## config.mk

```make
export PLATFORM = sky130hd
export DESIGN_NAME = opmc_core
export DESIGN_NICKNAME = d
export VERILOG_FILES = /design/src/inc/opmc_pkg.sv /design/src/design/opmc_core.sv
export SDC_FILE = /design/constraint.sdc
export NUM_CORES = 1
export LEC_CHECK = 0
export BUFFER_PORTS_ARGS = -buffer_cell sky130_fd_sc_hd__buf_4
export CAP_MARGIN = 20
export CORE_ASPECT_RATIO = 2
export CORE_MARGIN = 2
export CORE_UTILIZATION = 45
export DETAILED_ROUTE_END_ITERATION = 8
export GPL_ROUTABILITY_DRIVEN = 0
export GPL_TIMING_DRIVEN = 0
export PLACE_DENSITY_LB_ADDON = 0.2
export RECOVER_POWER = 50
export REMOVE_ABC_BUFFERS = 1
export SLEW_MARGIN = 25
export SYNTH_ARGS = -nofsm -noshare
export SYNTH_HDL_FRONTEND = slang
export SYNTH_SLANG_ARGS = --single-unit
```

## constraint.sdc

```tcl
create_clock -name mclk -period 3 [get_ports mclk]
set_clock_uncertainty 0.2 [all_clocks]
set_input_delay 0.15 -clock mclk [delete_from_list [all_inputs] [get_ports mclk]]
set_output_delay 0.15 -clock mclk [all_outputs]
set_load 0.005 [all_outputs]
```

## src/inc/opmc_pkg.sv

```systemverilog
// Constants, register map and mode encodings of the operating-mode controller.
// Assumes a 32-bit AXI4-Lite master and a 100 MHz mclk.
package opmc_pkg;
  // ---------------------------------------------------------------
  // Register offsets (byte addresses)
  // ---------------------------------------------------------------
  localparam logic [7:0] OPMC_SYSTEM_CONTROL_ONE = 8'h00;
  localparam logic [7:0] OPMC_SYSTEM_CONTROL_TWO = 8'h04;
  localparam logic [7:0] OPMC_WAKE_CONTROL = 8'h08;
  localparam logic [7:0] OPMC_MODE_STATUS = 8'h0C;
  // ---------------------------------------------------------------
  // Field positions
  // ---------------------------------------------------------------
  localparam int OPMC_FREEZE_POS = 7;       // system_control_one
  localparam int OPMC_CORE_HALT_POS = 4;    // system_control_two
  localparam int OPMC_TG_HALT_POS = 2;      // timing_gen_halt_bit
  localparam int OPMC_SYSTEM_CLOCK_SELECT_BIT_POS = 5;        // system_clock_select_bit
  localparam int OPMC_FAST_EN_POS = 7;      // fast_osc_enable_bit
  localparam int OPMC_SLOW_EN_POS = 6;      // slow oscillator enable
  localparam int OPMC_TB_SRC_LSB = 0;       // time_base_source_select
  localparam int OPMC_TB_SRC_W = 3;
  localparam int OPMC_TB_EN_POS = 3;        // time_base_enable_bit
  localparam int OPMC_WARMUP_LSB = 8;       // warmup_compare_value
  // ---------------------------------------------------------------
  // Reset values and counts
  // ---------------------------------------------------------------
  localparam logic [7:0] OPMC_WARMUP_RESET = 8'h66;
  localparam logic [7:0] OPMC_CTRL_TWO_RESET = 8'h80;
  localparam int OPMC_WARMUP_STAGES = 14;
  localparam int OPMC_WARMUP_CMP_W = 8;
  localparam int OPMC_SLOW_DIV = 4;
  // ---------------------------------------------------------------
  // Operating modes, one-hot
  // ---------------------------------------------------------------
  typedef enum logic [9:0] {
    OPMC_SINGLE_CLOCK_RUN       = 10'h001,
    OPMC_SINGLE_CLOCK_CORE_HALT = 10'h002,
    OPMC_SINGLE_CLOCK_TIMER_ONLY= 10'h004,
    OPMC_DUAL_CLOCK_FAST_RUN    = 10'h008,
    OPMC_DUAL_CLOCK_FAST_HALT   = 10'h010,
    OPMC_SLOW_RUN_FAST_OSC_ON   = 10'h020,
    OPMC_SLOW_RUN_FAST_OSC_OFF  = 10'h040,
    OPMC_SLOW_CORE_HALT         = 10'h080,
    OPMC_SLOW_TIMER_ONLY_HALT   = 10'h100,
    OPMC_FREEZE                 = 10'h200
  } opmc_mode_t;
endpackage

```

## src/design/opmc_core.sv

```systemverilog
// Operating-mode controller: mode sequencing, clock select and gating.
// Assumes gear_clk_en/slow_tick are single-mclk strobes from the clock tree
// and tb_src is an asynchronous level from the time base divider.
`timescale 1ns/1ps

module opmc_core
  import opmc_pkg::*;
(
  input wire logic mclk,
  input wire logic reset_n,
  input wire logic clk_en,
  input wire logic gear_clk_en,
  input wire logic slow_tick,
  input wire logic tb_src,
  input wire logic freeze_release,
  input wire logic [7:0] irq_latch,
  input wire logic [7:0] interrupt_enable_register,
  input wire logic interrupt_master_enable,
  input wire logic [31:0] s_axi_awaddr,
  input wire logic s_axi_awvalid,
  output logic s_axi_awready,
  input wire logic [31:0] s_axi_wdata,
  input wire logic [3:0] s_axi_wstrb,
  input wire logic s_axi_wvalid,
  output logic s_axi_wready,
  output logic [1:0] s_axi_bresp,
  output logic s_axi_bvalid,
  input wire logic s_axi_bready,
  input wire logic [31:0] s_axi_araddr,
  input wire logic s_axi_arvalid,
  output logic s_axi_arready,
  output logic [31:0] s_axi_rdata,
  output logic [1:0] s_axi_rresp,
  output logic s_axi_rvalid,
  input wire logic s_axi_rready,
  output logic main_clk_en,
  output logic main_clk_slow,
  output logic cpu_clk_en,
  output logic wdt_clk_en,
  output logic periph_clk_en,
  output logic tbt_clk_en,
  output logic prescaler_run,
  output logic fast_osc_on,
  output logic slow_osc_on,
  output logic slow_pins_gpio,
  output logic periph_halt_hold,
  output logic time_base_interrupt,
  output logic wake_vector_take
);
  import opmc_pkg::*;

  // -------------------------------------------------------------
  // Registers and state
  // -------------------------------------------------------------
  opmc_mode_t mode_r, mode_nxt, pre_freeze_r;
  logic [7:0] ctrl_one_r;
  logic [7:0] ctrl_two_r;
  logic [7:0] tb_ctrl_r;
  logic [7:0] warmup_r;
  logic [OPMC_WARMUP_STAGES-1:0] wu_cnt_r;
  logic [1:0] slow_div_r;
  logic tb_en_at_entry_r;
  logic tb_s1_r, tb_s2_r, tb_s3_r;
  logic rel_s1_r, rel_s2_r;
  logic aw_hold_r, w_hold_r;
  logic [7:0] aw_addr_r;
  logic [31:0] w_data_r;
  logic [3:0] w_strb_r;
  logic tb_fall, wake_irq, do_write, in_timer_halt;
  logic req_freeze, req_tg, req_core;

  // Helper: byte-lane merge for an 8-bit register in lane 0 or 1
  function automatic logic [7:0] merge8(input logic [7:0] old,
                                        input logic [31:0] d,
                                        input logic [3:0] s,
                                        input int lane);
    merge8 = s[lane] ? d[lane*8 +: 8] : old;
  endfunction

  // -------------------------------------------------------------
  // Synchronisers: first stage feeds only the second
  // -------------------------------------------------------------
  always_ff @(posedge mclk or negedge reset_n) begin
    if (!reset_n) begin
      tb_s1_r <= 1'b0;
      tb_s2_r <= 1'b0;
      tb_s3_r <= 1'b0;
      rel_s1_r <= 1'b0;
      rel_s2_r <= 1'b0;
    end else if (clk_en) begin
      tb_s1_r <= tb_src;
      tb_s2_r <= tb_s1_r;
      tb_s3_r <= tb_s2_r;
      rel_s1_r <= freeze_release;
      rel_s2_r <= rel_s1_r;
    end
  end

  assign tb_fall = tb_s3_r & ~tb_s2_r;
  assign wake_irq = |(irq_latch & interrupt_enable_register);
  assign in_timer_halt = (mode_r == OPMC_SINGLE_CLOCK_TIMER_ONLY) ||
                         (mode_r == OPMC_SLOW_TIMER_ONLY_HALT);

  // -------------------------------------------------------------
  // AXI4-Lite write channel: address and data in either order
  // -------------------------------------------------------------
  always_ff @(posedge mclk or negedge reset_n) begin
    if (!reset_n) begin
      aw_hold_r <= 1'b0;
      w_hold_r <= 1'b0;
      aw_addr_r <= 8'h00;
      w_data_r <= 32'h0000_0000;
      w_strb_r <= 4'h0;
      s_axi_bvalid <= 1'b0;
    end else if (clk_en) begin
      if (s_axi_awvalid && s_axi_awready) begin
        aw_hold_r <= 1'b1;
        aw_addr_r <= s_axi_awaddr[7:0];
      end
      if (s_axi_wvalid && s_axi_wready) begin
        w_hold_r <= 1'b1;
        w_data_r <= s_axi_wdata;
        w_strb_r <= s_axi_wstrb;
      end
      if (do_write) begin
        aw_hold_r <= 1'b0;
        w_hold_r <= 1'b0;
        s_axi_bvalid <= 1'b1;
      end else if (s_axi_bvalid && s_axi_bready) begin
        s_axi_bvalid <= 1'b0;
      end
    end
  end

  assign do_write = aw_hold_r && w_hold_r && !s_axi_bvalid;
  assign s_axi_awready = !aw_hold_r && !s_axi_bvalid;
  assign s_axi_wready = !w_hold_r && !s_axi_bvalid;
  assign s_axi_bresp = 2'b00;

  // -------------------------------------------------------------
  // Control registers; request bits self-clear once acted on
  // -------------------------------------------------------------
  always_ff @(posedge mclk or negedge reset_n) begin
    if (!reset_n) begin
      ctrl_one_r <= 8'h00;
      ctrl_two_r <= OPMC_CTRL_TWO_RESET;
      tb_ctrl_r <= 8'h00;
      warmup_r <= OPMC_WARMUP_RESET;
    end else if (clk_en) begin
      if (mode_r != mode_nxt) begin
        ctrl_one_r[OPMC_FREEZE_POS] <= 1'b0;
        ctrl_two_r[OPMC_CORE_HALT_POS] <= 1'b0;
        ctrl_two_r[OPMC_TG_HALT_POS] <= 1'b0;
      end
      if (do_write) begin
        if (aw_addr_r == OPMC_SYSTEM_CONTROL_ONE) begin
          ctrl_one_r <= merge8(ctrl_one_r, w_data_r, w_strb_r, 0);
        end else if (aw_addr_r == OPMC_SYSTEM_CONTROL_TWO) begin
          ctrl_two_r <= merge8(ctrl_two_r, w_data_r, w_strb_r, 0);
        end else if (aw_addr_r == OPMC_WAKE_CONTROL) begin
          tb_ctrl_r <= merge8(tb_ctrl_r, w_data_r, w_strb_r, 0);
          warmup_r <= merge8(warmup_r, w_data_r, w_strb_r, 1);
        end
      end
    end
  end

  assign req_freeze = ctrl_one_r[OPMC_FREEZE_POS];
  assign req_tg = ctrl_two_r[OPMC_TG_HALT_POS];
  assign req_core = ctrl_two_r[OPMC_CORE_HALT_POS];

  // -------------------------------------------------------------
  // AXI4-Lite read channel, one-cycle answer
  // -------------------------------------------------------------
  always_ff @(posedge mclk or negedge reset_n) begin
    if (!reset_n) begin
      s_axi_rvalid <= 1'b0;
      s_axi_rdata <= 32'h0000_0000;
      s_axi_rresp <= 2'b00;
    end else if (clk_en) begin
      if (s_axi_arvalid && s_axi_arready) begin
        s_axi_rvalid <= 1'b1;
        s_axi_rresp <= 2'b00;
        if (s_axi_araddr[7:0] == OPMC_SYSTEM_CONTROL_ONE) begin
          s_axi_rdata <= {24'h000000, ctrl_one_r};
        end else if (s_axi_araddr[7:0] == OPMC_SYSTEM_CONTROL_TWO) begin
          s_axi_rdata <= {24'h000000, ctrl_two_r};
        end else if (s_axi_araddr[7:0] == OPMC_WAKE_CONTROL) begin
          s_axi_rdata <= {16'h0000, warmup_r, tb_ctrl_r};
        end else if (s_axi_araddr[7:0] == OPMC_MODE_STATUS) begin
          s_axi_rdata <= {22'h000000, mode_r};
        end else begin
          s_axi_rdata <= 32'h0000_0000;
          s_axi_rresp <= 2'b10;             // Unmapped: slave error
        end
      end else if (s_axi_rvalid && s_axi_rready) begin
        s_axi_rvalid <= 1'b0;
      end
    end
  end

  assign s_axi_arready = !s_axi_rvalid;

  // -------------------------------------------------------------
  // Mode sequencer
  // -------------------------------------------------------------
  always_comb begin
    mode_nxt = mode_r;
    case (mode_r)
      OPMC_SINGLE_CLOCK_RUN, OPMC_DUAL_CLOCK_FAST_RUN,
      OPMC_SLOW_RUN_FAST_OSC_ON, OPMC_SLOW_RUN_FAST_OSC_OFF: begin
        if (req_freeze) begin
          mode_nxt = OPMC_FREEZE;
        end else if (req_tg) begin
          if (mode_r == OPMC_SINGLE_CLOCK_RUN) begin
            mode_nxt = OPMC_SINGLE_CLOCK_TIMER_ONLY;
          end else if (mode_r == OPMC_SLOW_RUN_FAST_OSC_OFF) begin
            mode_nxt = OPMC_SLOW_TIMER_ONLY_HALT;
          end
        end else if (req_core) begin
          if (mode_r == OPMC_SINGLE_CLOCK_RUN) begin
            mode_nxt = OPMC_SINGLE_CLOCK_CORE_HALT;
          end else if (mode_r == OPMC_DUAL_CLOCK_FAST_RUN) begin
            mode_nxt = OPMC_DUAL_CLOCK_FAST_HALT;
          end else if (mode_r == OPMC_SLOW_RUN_FAST_OSC_OFF) begin
            mode_nxt = OPMC_SLOW_CORE_HALT;
          end
        end else if (mode_r == OPMC_SINGLE_CLOCK_RUN) begin
          if (ctrl_two_r[OPMC_SLOW_EN_POS]) begin
            mode_nxt = OPMC_DUAL_CLOCK_FAST_RUN;
          end
        end else if (mode_r == OPMC_DUAL_CLOCK_FAST_RUN) begin
          if (!ctrl_two_r[OPMC_SLOW_EN_POS]) begin
            mode_nxt = OPMC_SINGLE_CLOCK_RUN;
          end else if (ctrl_two_r[OPMC_SYSTEM_CLOCK_SELECT_BIT_POS]) begin
            mode_nxt = OPMC_SLOW_RUN_FAST_OSC_ON;
          end
        end else if (mode_r == OPMC_SLOW_RUN_FAST_OSC_ON) begin
          if (!ctrl_two_r[OPMC_SYSTEM_CLOCK_SELECT_BIT_POS]) begin
            mode_nxt = OPMC_DUAL_CLOCK_FAST_RUN;
          end else if (!ctrl_two_r[OPMC_FAST_EN_POS]) begin
            mode_nxt = OPMC_SLOW_RUN_FAST_OSC_OFF;
          end
        end else begin
          if (ctrl_two_r[OPMC_FAST_EN_POS]) begin
            mode_nxt = OPMC_SLOW_RUN_FAST_OSC_ON;
          end
        end
      end
      OPMC_SINGLE_CLOCK_CORE_HALT: begin
        if (wake_irq) mode_nxt = OPMC_SINGLE_CLOCK_RUN;
      end
      OPMC_DUAL_CLOCK_FAST_HALT: begin
        if (wake_irq) mode_nxt = OPMC_DUAL_CLOCK_FAST_RUN;
      end
      OPMC_SLOW_CORE_HALT: begin
        if (wake_irq) mode_nxt = OPMC_SLOW_RUN_FAST_OSC_OFF;
      end
      OPMC_SINGLE_CLOCK_TIMER_ONLY: begin
        if (tb_fall) mode_nxt = OPMC_SINGLE_CLOCK_RUN;
      end
      OPMC_SLOW_TIMER_ONLY_HALT: begin
        if (tb_fall) mode_nxt = OPMC_SLOW_RUN_FAST_OSC_OFF;
      end
      OPMC_FREEZE: begin
        if (wu_cnt_r[OPMC_WARMUP_STAGES-1 -: OPMC_WARMUP_CMP_W] == warmup_r
            && wu_cnt_r != '0) begin
          mode_nxt = pre_freeze_r;
        end
      end
      default: mode_nxt = OPMC_SINGLE_CLOCK_RUN;
    endcase
  end

  always_ff @(posedge mclk or negedge reset_n) begin
    if (!reset_n) begin
      mode_r <= OPMC_SINGLE_CLOCK_RUN;
      pre_freeze_r <= OPMC_SINGLE_CLOCK_RUN;
    end else if (clk_en) begin
      mode_r <= mode_nxt;
      if (mode_nxt == OPMC_FREEZE && mode_r != OPMC_FREEZE) begin
        pre_freeze_r <= mode_r;
      end
    end
  end

  // -------------------------------------------------------------
  // Warm-up counter: starts on release, counts every mclk cycle with clk_en high
  // -------------------------------------------------------------
  always_ff @(posedge mclk or negedge reset_n) begin
    if (!reset_n) begin
      wu_cnt_r <= '0;
    end else if (clk_en) begin
      if (mode_r != OPMC_FREEZE) begin
        wu_cnt_r <= '0;
      end else if (wu_cnt_r != '0 || rel_s2_r) begin
        wu_cnt_r <= wu_cnt_r + OPMC_WARMUP_STAGES'(1);
      end
    end
  end

  // -------------------------------------------------------------
  // Quarter-rate slow clock and wake bookkeeping
  // -------------------------------------------------------------
  always_ff @(posedge mclk or negedge reset_n) begin
    if (!reset_n) begin
      slow_div_r <= 2'b00;
      tb_en_at_entry_r <= 1'b0;
      time_base_interrupt <= 1'b0;
      wake_vector_take <= 1'b0;
    end else if (clk_en) begin
      if (slow_tick) slow_div_r <= slow_div_r + 2'd1;
      if (!in_timer_halt && (mode_nxt == OPMC_SINGLE_CLOCK_TIMER_ONLY ||
                             mode_nxt == OPMC_SLOW_TIMER_ONLY_HALT)) begin
        tb_en_at_entry_r <= tb_ctrl_r[OPMC_TB_EN_POS];
      end
      time_base_interrupt <= in_timer_halt && tb_fall &&
                             tb_en_at_entry_r;
      // One-cycle strobe: vector to handler or fall through
      wake_vector_take <= (wake_irq && interrupt_master_enable &&
                           (mode_r == OPMC_SINGLE_CLOCK_CORE_HALT ||
                            mode_r == OPMC_DUAL_CLOCK_FAST_HALT ||
                            mode_r == OPMC_SLOW_CORE_HALT))
                       || (in_timer_halt && tb_fall && tb_en_at_entry_r &&
                           interrupt_master_enable &&
                           interrupt_enable_register[5]);
    end
  end

  // -------------------------------------------------------------
  // Clock gates, registered so every output leaves a flop
  // -------------------------------------------------------------
  always_ff @(posedge mclk or negedge reset_n) begin
    if (!reset_n) begin
      main_clk_en <= 1'b0;
      main_clk_slow <= 1'b0;
      cpu_clk_en <= 1'b0;
      wdt_clk_en <= 1'b0;
      periph_clk_en <= 1'b0;
      tbt_clk_en <= 1'b0;
      prescaler_run <= 1'b1;
      fast_osc_on <= 1'b1;
      slow_osc_on <= 1'b0;
      slow_pins_gpio <= 1'b1;
      periph_halt_hold <= 1'b0;
    end else if (clk_en) begin
      main_clk_slow <= mode_nxt[5] | mode_nxt[6] | mode_nxt[7] |
                       mode_nxt[8];
      main_clk_en <= (mode_nxt[5] | mode_nxt[6] | mode_nxt[7] | mode_nxt[8])
                     ? (slow_tick && slow_div_r == 2'(OPMC_SLOW_DIV-1))
                     : (gear_clk_en && mode_nxt != OPMC_FREEZE);
      cpu_clk_en <= mode_nxt[0] | mode_nxt[3] | mode_nxt[5] |
                    mode_nxt[6];
      wdt_clk_en <= mode_nxt[0] | mode_nxt[3] | mode_nxt[5] |
                    mode_nxt[6];
      periph_clk_en <= mode_nxt[0] | mode_nxt[1] | mode_nxt[3] | mode_nxt[4]
                       | mode_nxt[5] | mode_nxt[6] | mode_nxt[7];
      tbt_clk_en <= mode_nxt != OPMC_FREEZE;
      prescaler_run <= !(mode_nxt[5] | mode_nxt[6] | mode_nxt[7]) &&
                       mode_nxt != OPMC_FREEZE;
      fast_osc_on <= mode_nxt[0] | mode_nxt[1] | mode_nxt[2] | mode_nxt[3] |
                     mode_nxt[4] | mode_nxt[5];
      slow_osc_on <= !(mode_nxt[0] | mode_nxt[1] | mode_nxt[2]) &&
                     mode_nxt != OPMC_FREEZE;
      slow_pins_gpio <= mode_nxt[0] | mode_nxt[1] | mode_nxt[2];
      periph_halt_hold <= mode_nxt[2] | mode_nxt[8] | mode_nxt[9];
    end
  end

endmodule // opmc_core

```

==> summary.txt <==
CTS buffer count = 17
Design area = 9410 sq um
Fin nets = 972
First-pass GRT wire length = 31,200 um
Detail Route Antenna Nets = 0
Drt wl/cell = 18.8 um
Slowest stage delay, CP = 0.59 ns
Cell Int Power = 0.00382 W
Setup TNS = -2.28 ns
Number of flops mapped to enable cells by yosys = 0
Area delta synth->final = 34.1%
NetSw = 0.00149 W
Drt pass-1 iters = 6
Crit path capture type = flop
Final min period = 3.32 ns
CTS Root Buffer Type = clkbuf_16
Die area = 16,700 sq um
Synth unique cells = 71
Type of origin of the critical path = flop
WP data required = 3.10 ns
Pwr/cell area = 564 nW/um^2
Placement Cell Area = 7840 sq um
Rows = 64
Outcome = complete, but fails checks
Placed Instances = 934
Syn avg cell area = 10.4 sq um
Hold crit path type = primary input to flop
Vias in the first global route = 6,160
Post-synthesis sequential area ratio = 0.476
Crit path cell chain = or4_4 > or4_4 > o22a_1 > a221oi_2 > and2_4 > nand3_4 > nor4b_4 > mux2_4
Drt total wl = 19,700 um
Synth area leader = dfrtp_1
Inserted Diodes = 0
Synthesis Warnings = 0
Vias per std cell = 5.82
Initial Util = 0.459
Final Hold Fails = 0
Die Span Y = 181 um
Comb pwr share = 0.169
Mapped Cells = 675
Clk_lat worst skew = 0.42 ns
Async set-reset flop share out of synthesis = 1.00
Normalized max-slew margin = -0.0920
Critical path arrival = 3.42 ns
CTS max path bufs = 2
Initial antenna violation count = 0
GRT Overall Usage = 0.238
Post-synth top area share = 0.439
Yosys reg bits = 133
Sequential power share = 0.439
Switch share = 0.280
Final setup viols = 13
CP Max Fanout = 6
CTS tree = yes
Clock Sinks = 133
Worst path slowest cell = or4_4
Most frequent cell after synthesis = dfrtp_1
Total grt overflow = 0
Final std cells w/o fill = 1,051
Maxcap violations = 1
Buffers on Ports = 97
Worst-Margin Slew = 1.64 ns
Peak VDD IR = 0.424 mV
Failing checks = max-capacitance violations, max-slew violations, negative setup slack
Slew Viols, Final = 68
Final period util = 1.11
Post-Synthesis Cell Area = 7020 sq um
DP HPWL = 13,300 um
Clk pin slew, worst setup/hold paths = 0.06 ns
Static leakage = 4.25 nW
Core ar. = 15,300 sq um
Top Ports = 183
Horiz. Die Dim = 92.3 um
Top cells by area, synth = dfrtp_1, mux2_2, dfstp_2
Htree depth = 4
Proportion of layout cells with a drive suffix above 1 = 0.375
DRC Markers = 0
Setup CP Type = flop to flop
Crit path max-delay family = simple AND/OR/NAND/NOR gates
Largest net degree at the start of global routing = 68
Setup ws final = -0.317 ns
Via Count = 6,113
CP most frequent cell = or4_4
DRT iter0 DRCs = 365
Clock Power Share = 0.392
RSZ-0062 raised after global routing = true
Synth Flop Type = dfrtp_1
Crit path buffers/inverters = 0
Top post-synthesis cells by count = dfrtp_1, mux2_2, nor2_1, nand2_1, o21ai_0
F_max = 302 MHz
## final timing paths
| check | start | endpoint | slack, ns | cells past startpoint |
|---|---|---|---|---|
| worst min register to register | slow_pins_gpio$_DFFE_PN1P_ | slow_pins_gpio$_DFFE_PN1P_ | 0.29 | 2 |
| min in group asynchronous | reset_n | wu_cnt_r[12]$_DFFE_PN0P_ | 0.50 | 2 |
| worst max-delay path | mode_r[8]$_DFFE_PN0P_ | tb_en_at_entry_r$_DFFE_PN0P_ | -0.32 | 8 |
| worst max register to register | mode_r[8]$_DFFE_PN0P_ | tb_en_at_entry_r$_DFFE_PN0P_ | -0.32 | 8 |
| max in group asynchronous | reset_n | aw_addr_r[6]$_DFFE_PN0P_ | 0.33 | 3 |
| worst min-delay path | s_axi_araddr[6] | s_axi_rdata[7]$_DFFE_PN0P_ | 0.01 | 4 |
## repair_timing
item                                    4_1_cts  5_1_grt
hold buffers                                 39        0
pin swaps                                     8        7
resized for setup                            32       31
endpoints found under the setup margin       49       26
cloned                                        0        0
endpoints found under the hold margin       168        0
setup buffers                                27       19
## power groups by stage
stage                     Sequential, W  Clock (W)  Combinational (W)
after floorplan                 0.00228          0           0.000472
after global placement          0.00235          0           0.000720
after detailed placement        0.00238          0           0.000761
after CTS                       0.00233    0.00212           0.000861
after global routing            0.00237    0.00219           0.000981
final                           0.00233    0.00208           0.000898
## logic make-up after synthesis
logic type,synth area share
multiplexers,0.119
XOR/XNOR,0.0300
adder cells (fa/ha/maj),0.00535
flip-flops,0.476
AO/OA/AOI/OAI,0.144
other,0.000534
buffers and inverters,0.0510
AND/OR/NAND/NOR,0.174
## worst register-to-register path: stages, from the launching register on
cell	delay (ns)
dfrtp_2	0.43
or4_4	0.59
or4_4	0.48
o22a_1	0.21
a221oi_2	0.34
and2_4	0.24
nand3_4	0.08
nor4b_4	0.29
mux2_4	0.33
## flip-flops by register name, indices dropped and copies added, names as in the netlist, 2 cells and up
register and flops:
ctrl_one_r 8, pre_freeze_r 10, warmup_r 8, mode_r 10
tb_ctrl_r 8, aw_addr_r 8, wu_cnt_r 14, w_strb_r 2
slow_div_r 2, s_axi_rdata 16, ctrl_two_r 8, w_data_r 16
## placed cells by master, fill, tap and decap left out, types with 6 or more instances in the layout
cell | synthesis | layout
a22oi_1 | 17 | 17
a21o_1 | 7 | 7
a22o_1 | 8 | 8
dfrtp_1 | 123 | 114
clkbuf_16 | 0 | 17
nor3_1 | 8 | 7
a21oi_1 | 26 | 25
nor4_1 | 14 | 10
mux2_2 | 67 | 67
and2_1 | 8 | 8
nand3_1 | 18 | 17
conb_1 | 1 | 19
nor2_1 | 53 | 50
o21ai_1 | 1 | 6
clkbuf_4 | 0 | 13
nor2b_1 | 11 | 10
nand4_1 | 10 | 10
inv_1 | 15 | 15
dlygate4sd3_1 | 0 | 39
a31oi_1 | 9 | 8
nand2_1 | 41 | 39
dfstp_2 | 10 | 10
xnor2_1 | 6 | 6
buf_4 | 20 | 127
xor2_1 | 18 | 18
mux2i_1 | 7 | 7
o21ai_0 | 35 | 30
dfrtp_2 | 0 | 9
## final cells by class
cell class	instances	area [sq um]
repair buffers	187	1510
clock inverters	15	170
well taps	198	248
clock buffers	17	425
fillers	1298	5890
multi-input cells	486	3650
inverters	15	56.3
flip-flops and latches	133	3350
## per-stage QoR
stage	util	setup slack (ns)	power (W)	hold WS (ns)
floorplan	-	-0.317	0.00275	-0.346
global placement	0.507	-2.30	0.00307	0.143
detailed placement	0.512	-1.11	0.00314	-0.0580
CTS	0.598	-0.250	0.00531	0.00482
global route	0.615	-0.433	0.00555	0.0362
finish	0.615	-0.317	0.00531	0.0133
## metal layers
metal	GRT usage	up-vias	routed length [um]
met5	0	-	0
met2	0.421	246	10500
li1	-	2772	-
met4	0.150	0	1240
met3	0.0435	81	832
met1	0.258	3014	7140
Note: power is estimated with default switching activity, not from simulation.
